## src/rtl/pco_pkg.sv

```systemverilog
// Constants shared by the peripheral clock output block.
package pco_pkg;

  localparam logic [7:0] CTRL_ADDR      = 8'h00;
  localparam logic [7:0] STATUS_ADDR    = 8'h04;
  localparam logic [7:0] CTRL_RESET     = 8'hE0;
  localparam int         MODE_MSB       = 7;
  localparam int         MODE_LSB       = 5;
  localparam int         CLK_OUT_EN_BIT = 4;
  localparam int         PRESCALE_MSB   = 3;
  localparam int         PRESCALE_LSB   = 2;
  localparam int         IFACE_EN_BIT   = 1;
  localparam logic [7:0] CTRL_WMASK     = 8'hFE;
  localparam logic [1:0] RESP_OKAY      = 2'h0;
  localparam logic [1:0] RESP_SLVERR    = 2'h2;
  localparam logic [7:0] DIV_CODE1_DEF  = 8'h02;
  localparam logic [7:0] DIV_CODE2_DEF  = 8'h04;
  localparam logic [7:0] DIV_CODE3_DEF  = 8'h08;

  typedef enum logic [2:0] {
    PCO_SPI_DIV4   = 3'b000,
    PCO_SPI_DIV16  = 3'b001,
    PCO_SPI_DIV64  = 3'b010,
    PCO_SPI_TBC    = 3'b011,
    PCO_SPI_TMR    = 3'b100,
    PCO_SPI_SLAVE  = 3'b101,
    PCO_I2C_SLAVE  = 3'b110,
    PCO_UNUSED     = 3'b111
  } pco_mode_type;

endpackage

```

## src/rtl/pco_top.sv

```systemverilog
// Peripheral clock output with the shared serial and clock control register.
//
// Decided for this implementation: the address map and the AXI4-Lite interface to the registers.
`timescale 1ns/1ps
// Summary of operation
// - Output clock is derived from and synchronous to the system clock.
// - Pin carries generated clock when enabled, otherwise ordinary I/O.
// - Enable bit one switches output clock on, zero switches it off.
// - Source is timer zero period match rate halved or divided system clock.
// - Prescale field at bits 3 to 2 selects system clock division ratio.
// - Sleep mode disables the peripheral clock output.
// - Mode codes 000 to 011 select SPI master clock sources.
// - Codes 100 timer master, 101 SPI slave, 110 I2C slave, 111 unused.
// - Interface enable zero floats lines and idles; one operates it.
// - Interface enable acts only if the configuration option allows it.
module pco_top
  import pco_pkg::*;
#(
  parameter logic [7:0] DIV_CODE1 = DIV_CODE1_DEF,
  parameter logic [7:0] DIV_CODE2 = DIV_CODE2_DEF,
  parameter logic [7:0] DIV_CODE3 = DIV_CODE3_DEF
) (
  input  wire logic        SYS_CLK,
  input  wire logic        RSTN,
  input  wire logic [7:0]  S_AXI_AWADDR,
  input  wire logic        S_AXI_AWVALID,
  output logic             S_AXI_AWREADY,
  input  wire logic [31:0] S_AXI_WDATA,
  input  wire logic [3:0]  S_AXI_WSTRB,
  input  wire logic        S_AXI_WVALID,
  output logic             S_AXI_WREADY,
  output logic [1:0]       S_AXI_BRESP,
  output logic             S_AXI_BVALID,
  input  wire logic        S_AXI_BREADY,
  input  wire logic [7:0]  S_AXI_ARADDR,
  input  wire logic        S_AXI_ARVALID,
  output logic             S_AXI_ARREADY,
  output logic [31:0]      S_AXI_RDATA,
  output logic [1:0]       S_AXI_RRESP,
  output logic             S_AXI_RVALID,
  input  wire logic        S_AXI_RREADY,
  input  wire logic        TIMER_ZERO_MATCH,
  input  wire logic        SLEEP,
  input  wire logic        SERIAL_OPTION_EN,
  input  wire logic        GPIO_OUT,
  input  wire logic        GPIO_OE,
  output logic             PERIPH_CLOCK_PIN_O,
  output logic             PERIPH_CLOCK_PIN_OE,
  output logic             SERIAL_IFACE_ACTIVE,
  output logic             SPI_MASTER_SEL,
  output logic             SPI_SLAVE_SEL,
  output logic             I2C_SLAVE_SEL,
  output logic             SPI_CLK_FROM_TIMER
);

  logic [7:0] ctrl;
  logic [7:0] wr_addr;
  logic [7:0] wr_data;
  logic       aw_held;
  logic       w_held;
  logic       wr_hit;
  logic [7:0] div_cnt;
  logic       div_clk;
  logic       tmr_clk;
  logic       clk_out;
  logic       tmr_s1;
  logic       tmr_s2;
  logic       tmr_s3;
  logic       tmr_prev;
  logic       en_prev;

  wire [7:0] next_div_cnt;
  wire       do_write;
  wire       do_read;
  wire [7:0] rd_byte;
  wire       rd_hit;
  wire [1:0] presc = ctrl[PRESCALE_MSB:PRESCALE_LSB];
  wire [2:0] mode  = ctrl[MODE_MSB:MODE_LSB];
  wire       clk_en  = ctrl[CLK_OUT_EN_BIT];
  wire       iface_en = ctrl[IFACE_EN_BIT];
  wire [7:0] ratio;
  wire       tmr_rise;
  wire       out_on;
  wire       div_hi;

  function automatic logic [7:0] ratio_of(input logic [1:0] code);
    logic [7:0] r;
    r = 8'h01;
    if (code == 2'b01) begin
      r = DIV_CODE1;
    end else if (code == 2'b10) begin
      r = DIV_CODE2;
    end else if (code == 2'b11) begin
      r = DIV_CODE3;
    end
    return r;
  endfunction

  // Write path: address and data are held until both arrived.
  assign S_AXI_AWREADY = !aw_held && !S_AXI_BVALID;
  assign S_AXI_WREADY  = !w_held && !S_AXI_BVALID;
  assign do_write      = aw_held && w_held && !S_AXI_BVALID;
  assign S_AXI_ARREADY = !S_AXI_RVALID;
  assign do_read       = S_AXI_ARVALID && S_AXI_ARREADY;

  assign rd_byte = (S_AXI_ARADDR == CTRL_ADDR) ? (ctrl & CTRL_WMASK) :
                   {5'h00, SERIAL_IFACE_ACTIVE, out_on, clk_out};
  assign rd_hit  = (S_AXI_ARADDR == CTRL_ADDR) ||
                   (S_AXI_ARADDR == STATUS_ADDR);

  always_ff @(posedge SYS_CLK) begin
    if (!RSTN) begin
      aw_held <= 1'b0;
      w_held  <= 1'b0;
      wr_addr <= 8'h00;
      wr_data <= 8'h00;
    end else begin
      if (S_AXI_AWVALID && S_AXI_AWREADY) begin
        aw_held <= 1'b1;
        wr_addr <= S_AXI_AWADDR;
      end else if (do_write) begin
        aw_held <= 1'b0;
      end
      if (S_AXI_WVALID && S_AXI_WREADY) begin
        w_held  <= 1'b1;
        wr_data <= S_AXI_WSTRB[0] ? S_AXI_WDATA[7:0] : ctrl;
      end else if (do_write) begin
        w_held <= 1'b0;
      end
    end
  end

  assign wr_hit = (wr_addr == CTRL_ADDR);

  always_ff @(posedge SYS_CLK) begin
    if (!RSTN) begin
      ctrl         <= CTRL_RESET;
      S_AXI_BVALID <= 1'b0;
      S_AXI_BRESP  <= RESP_OKAY;
    end else begin
      if (do_write && wr_hit) begin
        ctrl <= wr_data & CTRL_WMASK;
      end
      if (do_write) begin
        S_AXI_BVALID <= 1'b1;
        S_AXI_BRESP  <= wr_hit ? RESP_OKAY : RESP_SLVERR;
      end else if (S_AXI_BREADY) begin
        S_AXI_BVALID <= 1'b0;
      end
    end
  end

  always_ff @(posedge SYS_CLK) begin
    if (!RSTN) begin
      S_AXI_RVALID <= 1'b0;
      S_AXI_RDATA  <= 32'h0000_0000;
      S_AXI_RRESP  <= RESP_OKAY;
    end else if (do_read) begin
      S_AXI_RVALID <= 1'b1;
      S_AXI_RDATA  <= {24'h000000, rd_hit ? rd_byte : 8'h00};
      S_AXI_RRESP  <= rd_hit ? RESP_OKAY : RESP_SLVERR;
    end else if (S_AXI_RREADY) begin
      S_AXI_RVALID <= 1'b0;
    end
  end

  // The match strobe comes from another domain, so it is filtered.
  always_ff @(posedge SYS_CLK) begin
    if (!RSTN) begin
      tmr_s1   <= 1'b0;
      tmr_s2   <= 1'b0;
      tmr_s3   <= 1'b0;
      tmr_prev <= 1'b0;
    end else begin
      tmr_s1 <= TIMER_ZERO_MATCH;
      tmr_s2 <= tmr_s1;
      tmr_s3 <= tmr_s2;
      if (tmr_s2 == tmr_s3) begin
        tmr_prev <= tmr_s3;
      end
    end
  end

  assign tmr_rise = (tmr_s2 == tmr_s3) && tmr_s3 && !tmr_prev;

  assign ratio        = ratio_of(presc);
  assign next_div_cnt = (div_cnt + 8'h01 >= ratio) ? 8'h00 : div_cnt + 8'h01;

  // Fastest registered rate
  // A flop cannot pass the system clock itself, so code 00 toggles every
  // cycle and the pin runs at half the system clock instead.
  assign div_hi = (ratio == 8'h01) ? !div_clk :
                  (next_div_cnt < (ratio >> 1));

  always_ff @(posedge SYS_CLK) begin
    if (!RSTN) begin
      div_cnt <= 8'h00;
      div_clk <= 1'b0;
      tmr_clk <= 1'b0;
      clk_out <= 1'b0;
      en_prev <= 1'b0;
    end else begin
      div_cnt <= out_on ? next_div_cnt : 8'h00;
      div_clk <= out_on && div_hi;
      if (!out_on) begin
        tmr_clk <= 1'b0;
      end else if (tmr_rise) begin
        tmr_clk <= !tmr_clk;
      end
      en_prev <= out_on;
      clk_out <= (mode == PCO_SPI_TMR) ? tmr_clk : div_clk;
    end
  end

  assign out_on = clk_en && !SLEEP;

  assign PERIPH_CLOCK_PIN_O  = en_prev ? clk_out : GPIO_OUT;
  assign PERIPH_CLOCK_PIN_OE = en_prev ? 1'b1 : GPIO_OE;

  assign SERIAL_IFACE_ACTIVE = iface_en && SERIAL_OPTION_EN;

  assign SPI_MASTER_SEL = SERIAL_IFACE_ACTIVE && (mode <= PCO_SPI_TMR);
  assign SPI_SLAVE_SEL  = SERIAL_IFACE_ACTIVE && (mode == PCO_SPI_SLAVE);
  assign I2C_SLAVE_SEL  = SERIAL_IFACE_ACTIVE && (mode == PCO_I2C_SLAVE);
  assign SPI_CLK_FROM_TIMER = SPI_MASTER_SEL && (mode == PCO_SPI_TMR);

  property p_sleep_off;
    @(posedge SYS_CLK) disable iff (!RSTN)
      (SLEEP || !clk_en) |=> !div_clk;
  endproperty
  a_sleep_off: assert property (p_sleep_off)
    else $error("Divided clock ran while disabled.");

  property p_pin_drive;
    @(posedge SYS_CLK) disable iff (!RSTN)
      out_on |=> PERIPH_CLOCK_PIN_OE;
  endproperty
  a_pin_drive: assert property (p_pin_drive)
    else $error("Pin not driven while clock enabled.");

  property p_bit0_zero;
    @(posedge SYS_CLK) disable iff (!RSTN)
      1'b1 |-> !ctrl[0];
  endproperty
  a_bit0_zero: assert property (p_bit0_zero)
    else $error("Unimplemented bit became set.");

  property p_write_en;
    @(posedge SYS_CLK) disable iff (!RSTN)
      do_write && wr_hit |=> clk_en == $past(wr_data[CLK_OUT_EN_BIT]);
  endproperty
  a_write_en: assert property (p_write_en)
    else $error("Enable bit did not follow the write.");

  property p_iface_gate;
    @(posedge SYS_CLK) disable iff (!RSTN)
      !SERIAL_OPTION_EN |-> !SPI_MASTER_SEL && !SPI_SLAVE_SEL;
  endproperty
  a_iface_gate: assert property (p_iface_gate)
    else $error("Interface active without option.");

  property p_iface_off;
    @(posedge SYS_CLK) disable iff (!RSTN)
      !iface_en |-> !SERIAL_IFACE_ACTIVE && !I2C_SLAVE_SEL;
  endproperty
  a_iface_off: assert property (p_iface_off)
    else $error("Interface active while disabled.");

  property p_tmr_half;
    @(posedge SYS_CLK) disable iff (!RSTN)
      out_on && $past(out_on) && tmr_rise |=> tmr_clk != $past(tmr_clk);
  endproperty
  a_tmr_half: assert property (p_tmr_half)
    else $error("Timer clock did not toggle on match.");

  property p_div_period;
    @(posedge SYS_CLK) disable iff (!RSTN)
      out_on && presc == 2'b01 && $stable(ctrl) && div_cnt == 8'h00
        |=> div_cnt == 8'h01;
  endproperty
  a_div_period: assert property (p_div_period)
    else $error("Divider count did not advance.");

  property p_master_mode;
    @(posedge SYS_CLK) disable iff (!RSTN)
      SERIAL_IFACE_ACTIVE && mode == PCO_SPI_DIV16 |-> SPI_MASTER_SEL;
  endproperty
  a_master_mode: assert property (p_master_mode)
    else $error("Master mode not selected.");

  property p_slave_mode;
    @(posedge SYS_CLK) disable iff (!RSTN)
      SERIAL_IFACE_ACTIVE && mode == PCO_SPI_SLAVE |-> !SPI_MASTER_SEL;
  endproperty
  a_slave_mode: assert property (p_slave_mode)
    else $error("Slave mode selected master clock.");

  property p_fast_toggle;
    @(posedge SYS_CLK) disable iff (!RSTN)
      out_on && presc == 2'b00 |=> div_clk != $past(div_clk);
  endproperty
  a_fast_toggle: assert property (p_fast_toggle)
    else $error("Undivided setting did not toggle every cycle.");

  property p_clk_stop;
    @(posedge SYS_CLK) disable iff (!RSTN)
      !clk_en |-> ##2 !clk_out;
  endproperty
  a_clk_stop: assert property (p_clk_stop)
    else $error("Output clock kept running after switch off.");

  property p_sleep_pin;
    @(posedge SYS_CLK) disable iff (!RSTN)
      SLEEP |=> PERIPH_CLOCK_PIN_OE == GPIO_OE;
  endproperty
  a_sleep_pin: assert property (p_sleep_pin)
    else $error("Pin still carried the clock in sleep.");

  property p_tmr_source;
    @(posedge SYS_CLK) disable iff (!RSTN)
      mode == PCO_SPI_TMR |=> clk_out == $past(tmr_clk);
  endproperty
  a_tmr_source: assert property (p_tmr_source)
    else $error("Timer source not routed to the output clock.");

  property p_read_bit0;
    @(posedge SYS_CLK) disable iff (!RSTN)
      do_read && S_AXI_ARADDR == CTRL_ADDR |=> !S_AXI_RDATA[0];
  endproperty
  a_read_bit0: assert property (p_read_bit0)
    else $error("Unimplemented bit read back as one.");

  c_write: cover property (@(posedge SYS_CLK) do_write && wr_hit);
  c_read: cover property (@(posedge SYS_CLK) do_read && rd_hit);
  c_tmr: cover property (@(posedge SYS_CLK) out_on && tmr_rise);
  c_sleep: cover property (@(posedge SYS_CLK) clk_en && SLEEP);
  c_fast: cover property (@(posedge SYS_CLK) out_on && presc == 2'b00);

endmodule

```

## config.mk

```make
export PLATFORM = sky130hd
export DESIGN_NAME = pco_top
export DESIGN_NICKNAME = d
export VERILOG_FILES = /design/src/rtl/pco_pkg.sv /design/src/rtl/pco_top.sv
export SDC_FILE = /design/constraint.sdc
export NUM_CORES = 1
export LEC_CHECK = 0
export BUFFER_PORTS_ARGS = -buffer_cell sky130_fd_sc_hd__buf_2
export CAP_MARGIN = 10
export CORE_ASPECT_RATIO = 1.4
export CORE_UTILIZATION = 40
export CTS_CLUSTER_DIAMETER = 40
export DETAILED_ROUTE_END_ITERATION = 6
export PLACE_DENSITY = 0.7
export SETUP_SLACK_MARGIN = 0.3
export SLEW_MARGIN = 20
export SYNTH_ARGS = -nofsm -noshare
export SYNTH_HDL_FRONTEND = slang
export SYNTH_SLANG_ARGS = --single-unit
```

## constraint.sdc

```tcl
create_clock -name SYS_CLK -period 5.7 [get_ports SYS_CLK]
set_input_delay 0.57 -clock SYS_CLK [delete_from_list [all_inputs] [get_ports SYS_CLK]]
set_output_delay 0.57 -clock SYS_CLK [all_outputs]
set_load 0.01 [all_outputs]
```

; ---- Yosys cells after proc, flatten, opt, wreduce, memory -nomap -nowiden
; Cells that the tools add are included.
; W data, S select, Z words.
[op_classes]
n_addsub = 1
multipliers = 0
div_mod_pow = 0
n_lt_le_gt_ge = 3
n_eq_ne = 9
shifts = 0
mux = 20
n_bitwise = 0
reduce_logical = 33
[ops]
columns = op, count
row1 = $mux W8, 4
row2 = $logic_and A1 B1 Y1, 17
row3 = $logic_not A8 Y1, 2
row4 = $mux W4, 3
row5 = $mux W1, 11
row6 = $eq A3 B3 Y1 const B, 3
row7 = $add A8 B1 Y8 const B, 1
row8 = $eq A8 B1 Y1 const B, 1
row9 = $eq A8 B3 Y1 const B, 1
row10 = $ge A8 B8 Y1, 1
row11 = $logic_not A1 Y1, 8
row12 = $lt A8 B7 Y1, 1
row13 = $reduce_bool A2 Y1, 4
row14 = $eq A2 B2 Y1 const B, 2
row15 = $mux W2, 2
row16 = $le A3 B3 Y1 const B, 1
row17 = $eq A2 B1 Y1 const B, 1
row18 = $reduce_and A2 Y1, 1
row19 = $eq A1 B1 Y1, 1
row20 = $logic_or A1 B1 Y1, 1
[totals]
regBits = 55
latchBits = 0
mem_bits_rw = 0
mem_bits_ro = 0
in_bits = 64
elab_cells = 85
mem_count = 0

; ---- Longest topological paths before layout
; Gate-level depths: netlist (run 1).
[logic_depth]
depth_word = 9
mapped_depth = 11
ltp_nobuf = 11

; ---- Least setup slack after synthesis (run 1)
; Ideal clock, no wire load.
[synth_timing]
path_kind = reg-to-reg
startpoint = register div_cnt[0]
endpoint = register div_clk
setup_time_ns = 0.072
arrival_time_ns = 2.880
t_required_ns = 5.628
path_slack_ns = 2.749
stages_incl_launch_ff = 11
cell_sequence = dfxtp_1 -> ha_1 -> xor2_1 -> ha_1 -> o21a_1 -> a222oi_1 -> and3b_2 -> ha_1 -> a21o_1 -> a2111oi_0 -> a2bb2oi_1
[synth_via]
elab_chain_cells = 6
[synth_rtl]
columns = item, line
row1 = start: declaration, pco_top.sv:62  ; logic [7:0] div_cnt;
row2 = start signal: assignment, pco_top.sv:203  ; div_cnt <= out_on ? next_div_cnt : 8'h00;
row3 = $add A8 B1 Y8 *, pco_top.sv:187  ; assign next_div_cnt = (div_cnt + 8'h01 >= ratio) ? 8'h00 : div_cnt + 8'h01;
row4 = $ge A8 B8 Y1, pco_top.sv:187
row5 = $mux W8 *, pco_top.sv:187
row6 = net next_div_cnt[1], pco_top.sv:72  ; wire [7:0] next_div_cnt;
row7 = $lt A8 B7 Y1 *, pco_top.sv:193  ; (next_div_cnt < (ratio >> 1));
row8 = $mux W1 *, pco_top.sv:192  ; assign div_hi = (ratio == 8'h01) ? !div_clk :
row9 = $logic_and A1 B1 Y1 *, pco_top.sv:204  ; div_clk <= out_on && div_hi;
row10 = end signal: assignment, pco_top.sv:204
row11 = end: declaration, pco_top.sv:63  ; logic div_clk;
; The timed path passes the listed nets; every way through them passes the cells marked *.
; A chain may end at the register's enable or synchronous reset.

; ---- Worst setup path after layout (run 1)
; Same ends and word-level chain as after synthesis.

==> run_results.csv, run 1 <==
group,metric,value,unit
run_status,status,"completed",
timing,slew_violations,0,
global_route,grt_pass1_wl,8090,um
clock_network,clockRootBuffer,"clkbuf_8",
worst_setup_path,start_kind,"register",
timing,skew,11.2,ps
power,power.static_leakage,1.40,nW
clock_network,cts_made_buffers,5,
clock_network,cts.sinks,52,
logic_synthesis,netlist_instances,265,
drt,drt_pre_antenna_iters,4,
worst_setup_path,r2r_slack,2120,ps
clock_network,path_clk_slew,100,ps
clock_network,clk_latency,310,ps
global_route,grt.overflow.total,0,
place,port_buffers,57,
worst_setup_path,worstReg2RegEnd,"div_clk$_SDFF_PN0_",
final_layout,final_cell_area,2860,um^2
global_route,grt_usage,16.3,%
final_layout,layout-drive-gt1-share,23.1,%
logic_synthesis,synth_edf_count,0,
place,post-dp-hpwl,3740,um
drt,m1WireLength,2060,um
final_layout,post-route-util,48.1,%
power,combPwrFrac,10.3,%
worst_setup_path,worst-path-max-fanout,8,
min_path,hp-start,"tmr_s1$_SDFF_PN0_",
power,vdd_drop_max,0.131,mV
floorplan,die_y,95.7,um
worst_setup_path,worstReg2RegStart,"div_cnt[0]$_SDFF_PN0_",
logic_synthesis,post-synth-top-count-cell,"dfxtp_1",
job,cap_violations,0,
drt,drt-total-wl,4900,um
power,p_sw_share,25.4,%
drt,ant_nets,0,
floorplan,start_util,42.2,%
timing,setup_violations,0,
logic_synthesis,syn_area,2510,um^2
logic_synthesis,syn_avg_cell_area,9.47,um^2
clock_network,post-cts-setup-buffers,0,
timing,max_freq,279,MHz
drt,via_per_inst,4.92,
final_layout,stdcell_count,394,
drt,num_vias,1938,
floorplan,ios,112,
logic_synthesis,yosysTopAreaCellShare,41.5,%
floorplan,core,5950,um^2
min_path,holdPathEnd,"tmr_s2$_SDFF_PN0_",
worst_setup_path,cp.required,5940,ps
min_path,whs_path_depth,1,
drt,dr_wl_met2,2580,um
power,p_seq_share,56.9,%
place,routabilityCongestion,0.758,
drt,first_iter_violations,47,
floorplan,dieArea,6600,um^2
timing,finalCritPeriodShare,62.9,%
timing,relSlewSlack,55.2,%
floorplan,die_w,68.9,um
final_layout,nNetsFinal,395,
logic_synthesis,synth-seq-area-share,41.5,%
logic_synthesis,ys_seq_elements,52,
worst_setup_path,critical_path_arrival,3830,ps
logic_synthesis,synth-async-reset-ratio,0,%
place,placed_cells,386,
drt,wire_per_inst,12.4,um
logic_synthesis,synthDistinctLibCells,47,
power,switchingPower,0.173,mW
global_route,antenna_found_initial,0,
clock_network,cts_tree,"done",
clock_network,htree_levels,2,
logic_synthesis,synth_top_cell_by_area,"dfxtp_1",
power,powerDensity,239,nW/um^2
power,internal_power,0.509,mW
floorplan,num_rows,33,
timing,rsz0062_at_grt,"no",
logic_synthesis,synthTopCellsByArea,"dfxtp_1, buf_4, mux2i_1",
min_path,min-delay-path-class,"register to register",
worst_setup_path,end_kind,"register",
global_route,grt_max_degree,44,
global_route,grt_pass1_vias,1845,
logic_synthesis,synthFlopType,"dfxtp_1",
place,placed_area,2760,um^2
drt,remaining_drc_errors,0,
logic_synthesis,ys_top_cells_by_count,"dfxtp_1, nand2_1, buf_4",
power,p_clk_share,32.8,%
clock_network,holdBufCountCts,0,
timing,fin_setup_tns,0,ps
timing,worstMarginPinSlew,672,ps
worst_setup_path,critical_path_class,"register to register",
timing,fin_hold_ws,444,ps
final_layout,syn_to_final_growth,13.9,%
final_layout,num_antenna_cells,0,
logic_synthesis,yosysWarnings,0,
drt,routed.top_layer,"met4",
final_layout,nFillCells,601,
worst_setup_path,reg2regPathDepth,10,
drt,wl_met3,186,um
clock_network,cts.repair.resized,0,
timing,layout_min_cycle_time,3580,ps
timing,finalHoldViolCount,0,
clock_network,clk_path_buf_depth,2,
worst max-delay path by stage:
stage	cells past startpoint	slack, ps	endpoint	start
floorplan	10	2750	div_clk$_SDFF_PN0_	div_cnt[0]$_SDFF_PN0_
global placement	10	2230	div_clk$_SDFF_PN0_	div_cnt[0]$_SDFF_PN0_
detailed placement	10	2160	div_clk$_SDFF_PN0_	div_cnt[0]$_SDFF_PN0_
CTS	10	2120	div_clk$_SDFF_PN0_	div_cnt[0]$_SDFF_PN0_
global route	10	1780	div_clk$_SDFF_PN0_	div_cnt[0]$_SDFF_PN0_
finish	10	2120	div_clk$_SDFF_PN0_	div_cnt[0]$_SDFF_PN0_
power by group through the flow:
| stage | Sequential [mW] | Combinational (mW) | Clock [mW] |
|---|---|---|---|
| floorplan | 0.395 | 0.0610 | 0 |
| finish | 0.388 | 0.0703 | 0.224 |
| global route | 0.390 | 0.0812 | 0.243 |
| global placement | 0.396 | 0.0699 | 0 |
| detailed placement | 0.396 | 0.0711 | 0 |
| CTS | 0.388 | 0.0712 | 0.228 |
metal layers:
| layer | vias to the layer above | GRT usage [%] |
|---|---|---|
| met5 | - | 0 |
| met4 | 0 | 5.61 |
| met3 | 6 | 3.20 |
| met2 | 48 | 30.0 |
| met1 | 891 | 18.0 |
| li1 | 993 | - |
worst max-delay path: stages, from the launching register on:
cell and delay (ps):
dfxtp_1 500, ha_1 260, xor2_1 260, ha_1 280, o21a_1 190, a222oi_1 640, and3b_2 310, ha_1 240
a21o_1 160, a2111oi_0 480, a2bb2oi_1 190
cells by family after synthesis:
family          share of synthesized area [%]
mux                                      7.23
compound gates                           13.9
buf+inv                                  9.88
xor+xnor                                 1.05
fa+ha+maj                                3.99
simple gates                             22.3
flops                                    41.5
other cells                             0.149
flip-flops by register name, summed over array words and instances, names as in the netlist, 7 cells and up:
signal	cells
S_AXI_RDATA	8
ctrl	7
div_cnt	8
wr_addr	8
wr_data	7
stage by stage:
| step | setup slack (ps) | total power, mW |
|---|---|---|
| after floorplan | 2750 | 0.456 |
| after global placement | 2230 | 0.466 |
| after detailed placement | 2160 | 0.467 |
| after CTS | 2120 | 0.687 |
| after global routing | 1780 | 0.714 |
| final | 2120 | 0.682 |
cell usage in the layout, fill, tap and decap left out, types with 2 or more instances in the layout:
| cell type | Yosys | final |
|---|---|---|
| buf_2 | 0 | 57 |
| dfxtp_1 | 52 | 52 |
| nand2_1 | 34 | 34 |
| conb_1 | 1 | 30 |
| mux2i_1 | 17 | 17 |
| nor2b_1 | 15 | 15 |
| a21boi_0 | 10 | 10 |
| o211a_1 | 9 | 9 |
| ha_1 | 8 | 8 |
| nand3_1 | 7 | 7 |
| and2_1 | 7 | 7 |
| nor2_1 | 6 | 6 |
| a22oi_1 | 6 | 6 |
| clkbuf_8 | 0 | 6 |
| nand2b_1 | 5 | 5 |
| o21ai_0 | 5 | 5 |
| inv_1 | 5 | 5 |
| nor3_1 | 3 | 3 |
| nor4_1 | 3 | 3 |
| and4b_1 | 3 | 3 |
| xnor2_1 | 2 | 2 |
| o21a_1 | 2 | 2 |
| and3b_2 | 2 | 2 |
| nor3b_1 | 2 | 2 |
| nand3b_1 | 2 | 2 |
| a2111oi_0 | 2 | 2 |
| or3_1 | 2 | 2 |
layout make-up:
type	count	area (um^2)	share of cell area, %
clock buffers	6	82.6	2.89
clock inverters	2	13.8	0.482
inverters	5	18.8	0.657
multi-input cells	202	1330	46.5
flip-flops and latches	52	1040	36.4
well taps	70	87.6	3.06
repair buffers	57	285	9.98
Note: power is estimated with default switching activity, not from simulation.
==> run 2, diff against run 1 <==
--- a/config.mk
+++ b/config.mk
@@ -11,7 +11,7 @@
 export CORE_UTILIZATION = 40
 export CTS_CLUSTER_DIAMETER = 40
 export DETAILED_ROUTE_END_ITERATION = 6
-export PLACE_DENSITY = 0.7
+export PLACE_DENSITY = 0.72
 export SETUP_SLACK_MARGIN = 0.3
 export SLEW_MARGIN = 20
 export SYNTH_ARGS = -nofsm -noshare
==> constraint.sdc (replaced) <==
create_clock -name SYS_CLK -period 3.25 [get_ports SYS_CLK]
set_input_delay 0.325 -clock SYS_CLK [delete_from_list [all_inputs] [get_ports SYS_CLK]]
set_output_delay 0.325 -clock SYS_CLK [all_outputs]
set_load 0.01 [all_outputs]
==> run_results.csv, run 2 (synthesized netlist as in run 1, its figures left out) <==
group,metric,value,unit
floorplan,die_w,68.9,um
place,routabilityCongestion,0.786,
global_route,grt_max_degree,44,
clock_network,clk_latency,310,ps
power,powerDensity,387,nW/um^2
drt,remaining_drc_errors,0,
place,post-dp-hpwl,3680,um
worst_setup_path,start_kind,"register",
final_layout,largestRegisters,"S_AXI_RDATA: 8 flops, div_cnt: 8 flops, wr_addr: 8 flops",
drt,first_iter_violations,51,
floorplan,ios,112,
worst_setup_path,critical_path.endpoint,"div_clk$_SDFF_PN0_",
timing,layout_setup_ws,277,ps
timing,finalHoldViolCount,0,
timing,rsz0062_at_grt,"yes",
power,finalPower,1.20,mW
final_layout,final_common_cell,"buf_2",
clock_network,cts.sinks,52,
place,pre_cts_ws,39.0,ps
timing,worstMarginPinSlew,712,ps
final_layout,syn_to_final_growth,23.5,%
worst_setup_path,cp.required,3450,ps
place,placed_cells,391,
worst_setup_path,crit_top_cell,"ha_4",
timing,finalCritPeriodShare,91.5,%
global_route,grt_usage,16.8,%
clock_network,cts_made_buffers,5,
worst_setup_path,slowest_stage,"a222oi_1",
floorplan,dieArea,6600,um^2
drt,ant_nets,0,
worst_setup_path,worstReg2RegStart,"div_cnt[1]$_SDFF_PN0_",
timing,skew,8.11,ps
clock_network,holdBufCountCts,0,
clock_network,clk_path_buf_depth,2,
min_path,min-delay-path-class,"input port to register",
drt,via_per_inst,4.98,
timing,layout_min_cycle_time,2970,ps
power,power.static_leakage,1.47,nW
final_layout,final_cell_mix,"buf_2, dfxtp_1, nand2_1",
floorplan,start_util,42.2,%
worst_setup_path,critical_path_arrival,3170,ps
floorplan,num_rows,33,
worst_setup_path,slowest_delay,400,ps
worst_setup_path,crit_path_start,"div_cnt[1]$_SDFF_PN0_",
worst_setup_path,cp_num_cells,12,
drt,drt_pre_antenna_iters,4,
job,cap_violations,0,
worst_setup_path,critical_path_class,"register to register",
global_route,antenna_found_initial,0,
worst_setup_path,worstReg2RegEnd,"div_clk$_SDFF_PN0_",
power,vdd_drop_max,0.351,mV
final_layout,layout-drive-gt1-share,30.5,%
global_route,grt.overflow.total,0,
global_route,grt_pass1_wl,8230,um
drt,drt-total-wl,5340,um
clock_network,cts_tree,"done",
floorplan,core,5950,um^2
floorplan,die_y,95.7,um
worst_setup_path,r2r_slack,280,ps
final_layout,num_antenna_cells,0,
timing,relSlewSlack,52.1,%
worst_setup_path,cp_cell_sequence,"ha_4, xor2_4, ha_2, a211o_1, a222oi_1, buf_4, and3b_2, ha_4, nand3b_1, a31o_2, a2111oi_4, a2bb2oi_1",
worst_setup_path,cp_top_family,"compound AO/OA/AOI/OAI gates",
drt,num_vias,2013,
clock_network,path_clk_slew,100,ps
worst_setup_path,worst-path-max-fanout,4,
final_layout,stdcell_count,404,
global_route,grt_pass1_vias,1817,
run_status,status,"completed",
clock_network,clockRootBuffer,"clkbuf_8",
place,port_buffers,57,
worst_setup_path,reg2regPathDepth,12,
drt,wire_per_inst,13.2,um
timing,slew_violations,0,
clock_network,htree_levels,2,
timing,fin_setup_tns,0,ps
final_layout,nNetsFinal,405,
worst_setup_path,worst-path-buf-inv,1,
worst_setup_path,end_kind,"register",
timing,setup_violations,0,
timing,max_freq,336,MHz
==> run 2: layer usage <==
layer | vias up | part of all wire, % | track usage (%)
li1 | 1016 | - | -
met1 | 914 | 39 | 19.0
met2 | 63 | 51 | 27.4
met3 | 20 | 6.1 | 4.98
met4 | 0 | 3.8 | 9.35
met5 | - | 0 | 0
==> run 2: metrics by stage <==
stage	hold slack (ps)	util (%)	area, um^2
global placement	426	47.1	2800
global route	217	52.1	3100
CTS	206	49.3	2930
floorplan	412	-	2620
finish	215	52.1	3100
detailed placement	426	47.1	2800
==> run 2: worst register-to-register path: stages, from the launching register on <==
cell	delay [ps]
dfxtp_4	370
ha_4	180
xor2_4	160
ha_2	200
a211o_1	290
a222oi_1	400
buf_4	200
and3b_2	220
ha_4	150
nand3b_1	90
a31o_2	280
a2111oi_4	210
a2bb2oi_1	100
==> run 2: worst min-delay path by stage <==
stage                            from                 to  slack, ps  cells after the start
floorplan           tmr_s1$_SDFF_PN0_  tmr_s2$_SDFF_PN0_        410                      1
global route         TIMER_ZERO_MATCH  tmr_s1$_SDFF_PN0_        220                      2
finish               TIMER_ZERO_MATCH  tmr_s1$_SDFF_PN0_        210                      2
CTS                  TIMER_ZERO_MATCH  tmr_s1$_SDFF_PN0_        210                      2
detailed placement  tmr_s1$_SDFF_PN0_  tmr_s2$_SDFF_PN0_        430                      1
global placement    tmr_s1$_SDFF_PN0_  tmr_s2$_SDFF_PN0_        430                      1
==> run 2: what timing repair did <==
action                                  4_1_cts  5_1_grt
endpoints found under the setup margin        1        1
pin swaps                                     1        9
setup buffers                                 2        3
resized for setup                             7       23
==> run 2: area by class of cell <==
cell class	count	area (um^2)
tap	70	87.6
sequential	52	1050
clock inverter	2	13.8
clock buffer	6	82.6
inverter	5	18.8
multi-input combinational	202	1470
fill	558	2850
timing repair buffer	67	368
==> run 2: power by group <==
group	leakage (nW)	internal (mW)	switching, mW
registers	0.429	0.661	0.0164
clock network	0.0516	0.175	0.220
logic	0.991	0.0566	0.0714
total	1.47	0.892	0.308
==> run 3, diff against run 2 <==
--- a/config.mk
+++ b/config.mk
@@ -12,6 +12,7 @@
 export CTS_CLUSTER_DIAMETER = 40
 export DETAILED_ROUTE_END_ITERATION = 6
 export PLACE_DENSITY = 0.72
+export RECOVER_POWER = 100
 export SETUP_SLACK_MARGIN = 0.3
 export SLEW_MARGIN = 20
 export SYNTH_ARGS = -nofsm -noshare
==> run_results.csv, run 3 (synthesized netlist as in run 1, its figures left out) <==
group,metric,value,unit
clock_network,htree_levels,2,
final_layout,nFillCells,570,
final_layout,nNetsFinal,405,
final_layout,final_common_cell,"dfxtp_1",
floorplan,dieArea,6600,um^2
clock_network,cts.sinks,52,
place,pre_cts_ws,39.0,ps
floorplan,start_util,42.2,%
final_layout,largestRegisters,"S_AXI_RDATA: 8 flops, div_cnt: 8 flops, wr_addr: 8 flops",
floorplan,ios,112,
min_path,min-delay-path-class,"input port to register",
worst_setup_path,cp.required,3450,ps
timing,rsz0062_at_grt,"yes",
timing,finalCritPeriodShare,92.7,%
clock_network,clk_path_buf_depth,2,
clock_network,clk_latency,310,ps
timing,skew,8.61,ps
timing,max_freq,332,MHz
clock_network,cts_tree,"done",
job,cap_violations,1,
worst_setup_path,critical_path_arrival,3210,ps
global_route,grt_usage,16.8,%
run_status,violations,"capacitance limit, slew limit",
clock_network,cts_made_buffers,5,
final_layout,syn_to_final_growth,21.6,%
timing,slew_violations,44,
global_route,grt_pass1_wl,8230,um
place,routabilityCongestion,0.786,
worst_setup_path,critical_path_class,"register to register",
final_layout,stdcell_count,404,
timing,fin_setup_tns,0,ps
drt,first_iter_violations,75,
run_status,status,"finished, violations left",
timing,layout_min_cycle_time,3010,ps
timing,fin_hold_ws,216,ps
final_layout,layout-drive-gt1-share,23.1,%
place,placed_cells,391,
timing,finalHoldViolCount,0,
floorplan,die_y,95.7,um
place,port_buffers,57,
place,post-dp-hpwl,3680,um
drt,wire_per_inst,13.3,um
global_route,antenna_found_initial,0,
floorplan,num_rows,33,
final_layout,num_antenna_cells,0,
drt,drt_pre_antenna_iters,4,
power,vdd_drop_max,0.337,mV
global_route,grt.overflow.total,0,
worst_setup_path,worst-path-max-fanout,4,
global_route,grt_pass1_vias,1817,
worst_setup_path,end_kind,"register",
final_layout,final_cell_mix,"dfxtp_1, buf_2, nand2_1",
clock_network,clockRootBuffer,"clkbuf_8",
timing,layout_setup_ws,237,ps
final_layout,post-route-util,51.3,%
worst_setup_path,start_kind,"register",
timing,relSlewSlack,-1.01,%
power,power.static_leakage,1.38,nW
drt,via_per_inst,5.04,
floorplan,core,5950,um^2
floorplan,die_w,68.9,um
clock_network,holdBufCountCts,0,
timing,setup_violations,0,
timing,worstMarginPinSlew,1520,ps
drt,drt-total-wl,5390,um
drt,ant_nets,0,
drt,remaining_drc_errors,0,
clock_network,path_clk_slew,100,ps
drt,num_vias,2037,
worst_setup_path,r2r_slack,240,ps
global_route,grt_max_degree,44,
power,powerDensity,393,nW/um^2
-- run 3: changes by cell type in the layout (fill, tap and decap cells not counted) --
cell,change
buf_2,-21
clkbuf_1,+23
and2_0,+3
nor4b_2,-1
and2_1,-3
buf_4,-2
nor4_2,-1
nor4_1,+1
nor4b_1,+1
-- run 3: power by group --
part	internal (mW)	total (mW)	leakage [nW]	switching, mW
Sequential	0.661	0.677	0.429	0.0165
Clock	0.175	0.395	0.0516	0.221
Combinational	0.0544	0.126	0.901	0.0713
-- run 3: per-stage QoR --
stage | total power [mW] | cell area, um^2
finish | 1.20 | 3050
global route | 1.26 | 3050
CTS | 1.21 | 2930
detailed placement | 0.821 | 2800
global placement | 0.817 | 2800
floorplan | 0.799 | 2620
-- run 3: final timing paths --
| path | from | endpoint | depth (start not counted) |
|---|---|---|---|
| worst max-delay path | div_cnt[1]$_SDFF_PN0_ | div_clk$_SDFF_PN0_ | 12 |
| worst min-delay path | TIMER_ZERO_MATCH | tmr_s1$_SDFF_PN0_ | 2 |
| worst max register to register | div_cnt[1]$_SDFF_PN0_ | div_clk$_SDFF_PN0_ | 12 |
| worst min register to register | tmr_s1$_SDFF_PN0_ | tmr_s2$_SDFF_PN0_ | 1 |
-- run 3: area by class of cell --
class | count | area, um^2 | share of cell area (%)
Inverter | 5 | 18.8 | 0.615
Clock buffer | 6 | 82.6 | 2.71
Sequential cell | 52 | 1050 | 34.6
Tap cell | 70 | 87.6 | 2.87
Clock inverter | 2 | 13.8 | 0.451
Timing Repair Buffer | 67 | 334 | 10.9
Multi-Input combinational cell | 202 | 1460 | 47.8
-- run 3: timing repair --
action / 4_1_cts / 5_1_grt
resized for setup: 7 / 23
buffers inserted: 2 / 3
hold endpoints to repair: 0 / 0
pin swaps: 1 / 9
setup endpoints to repair: 1 / 1
-- run 3: worst max-delay path, cell delays in order, from the launching register on --
cell,delay [ps]
dfxtp_4,370
ha_4,180
xor2_4,150
ha_2,200
a211o_1,290
a222oi_1,400
clkbuf_1,220
and3b_2,240
ha_4,150
nand3b_1,90
a31o_2,280
a2111oi_4,210
a2bb2oi_1,100
-- run 3: routing by layer --
| layer | share of wire [%] | track usage (%) | routed length [um] | vias up |
|---|---|---|---|---|
| li1 | - | - | - | 1014 |
| met1 | 38 | 19.0 | 2050 | 930 |
| met2 | 51 | 27.4 | 2730 | 69 |
| met3 | 6.6 | 4.98 | 353 | 24 |
| met4 | 4.7 | 9.35 | 255 | 0 |
| met5 | 0 | 0 | 0 | - |
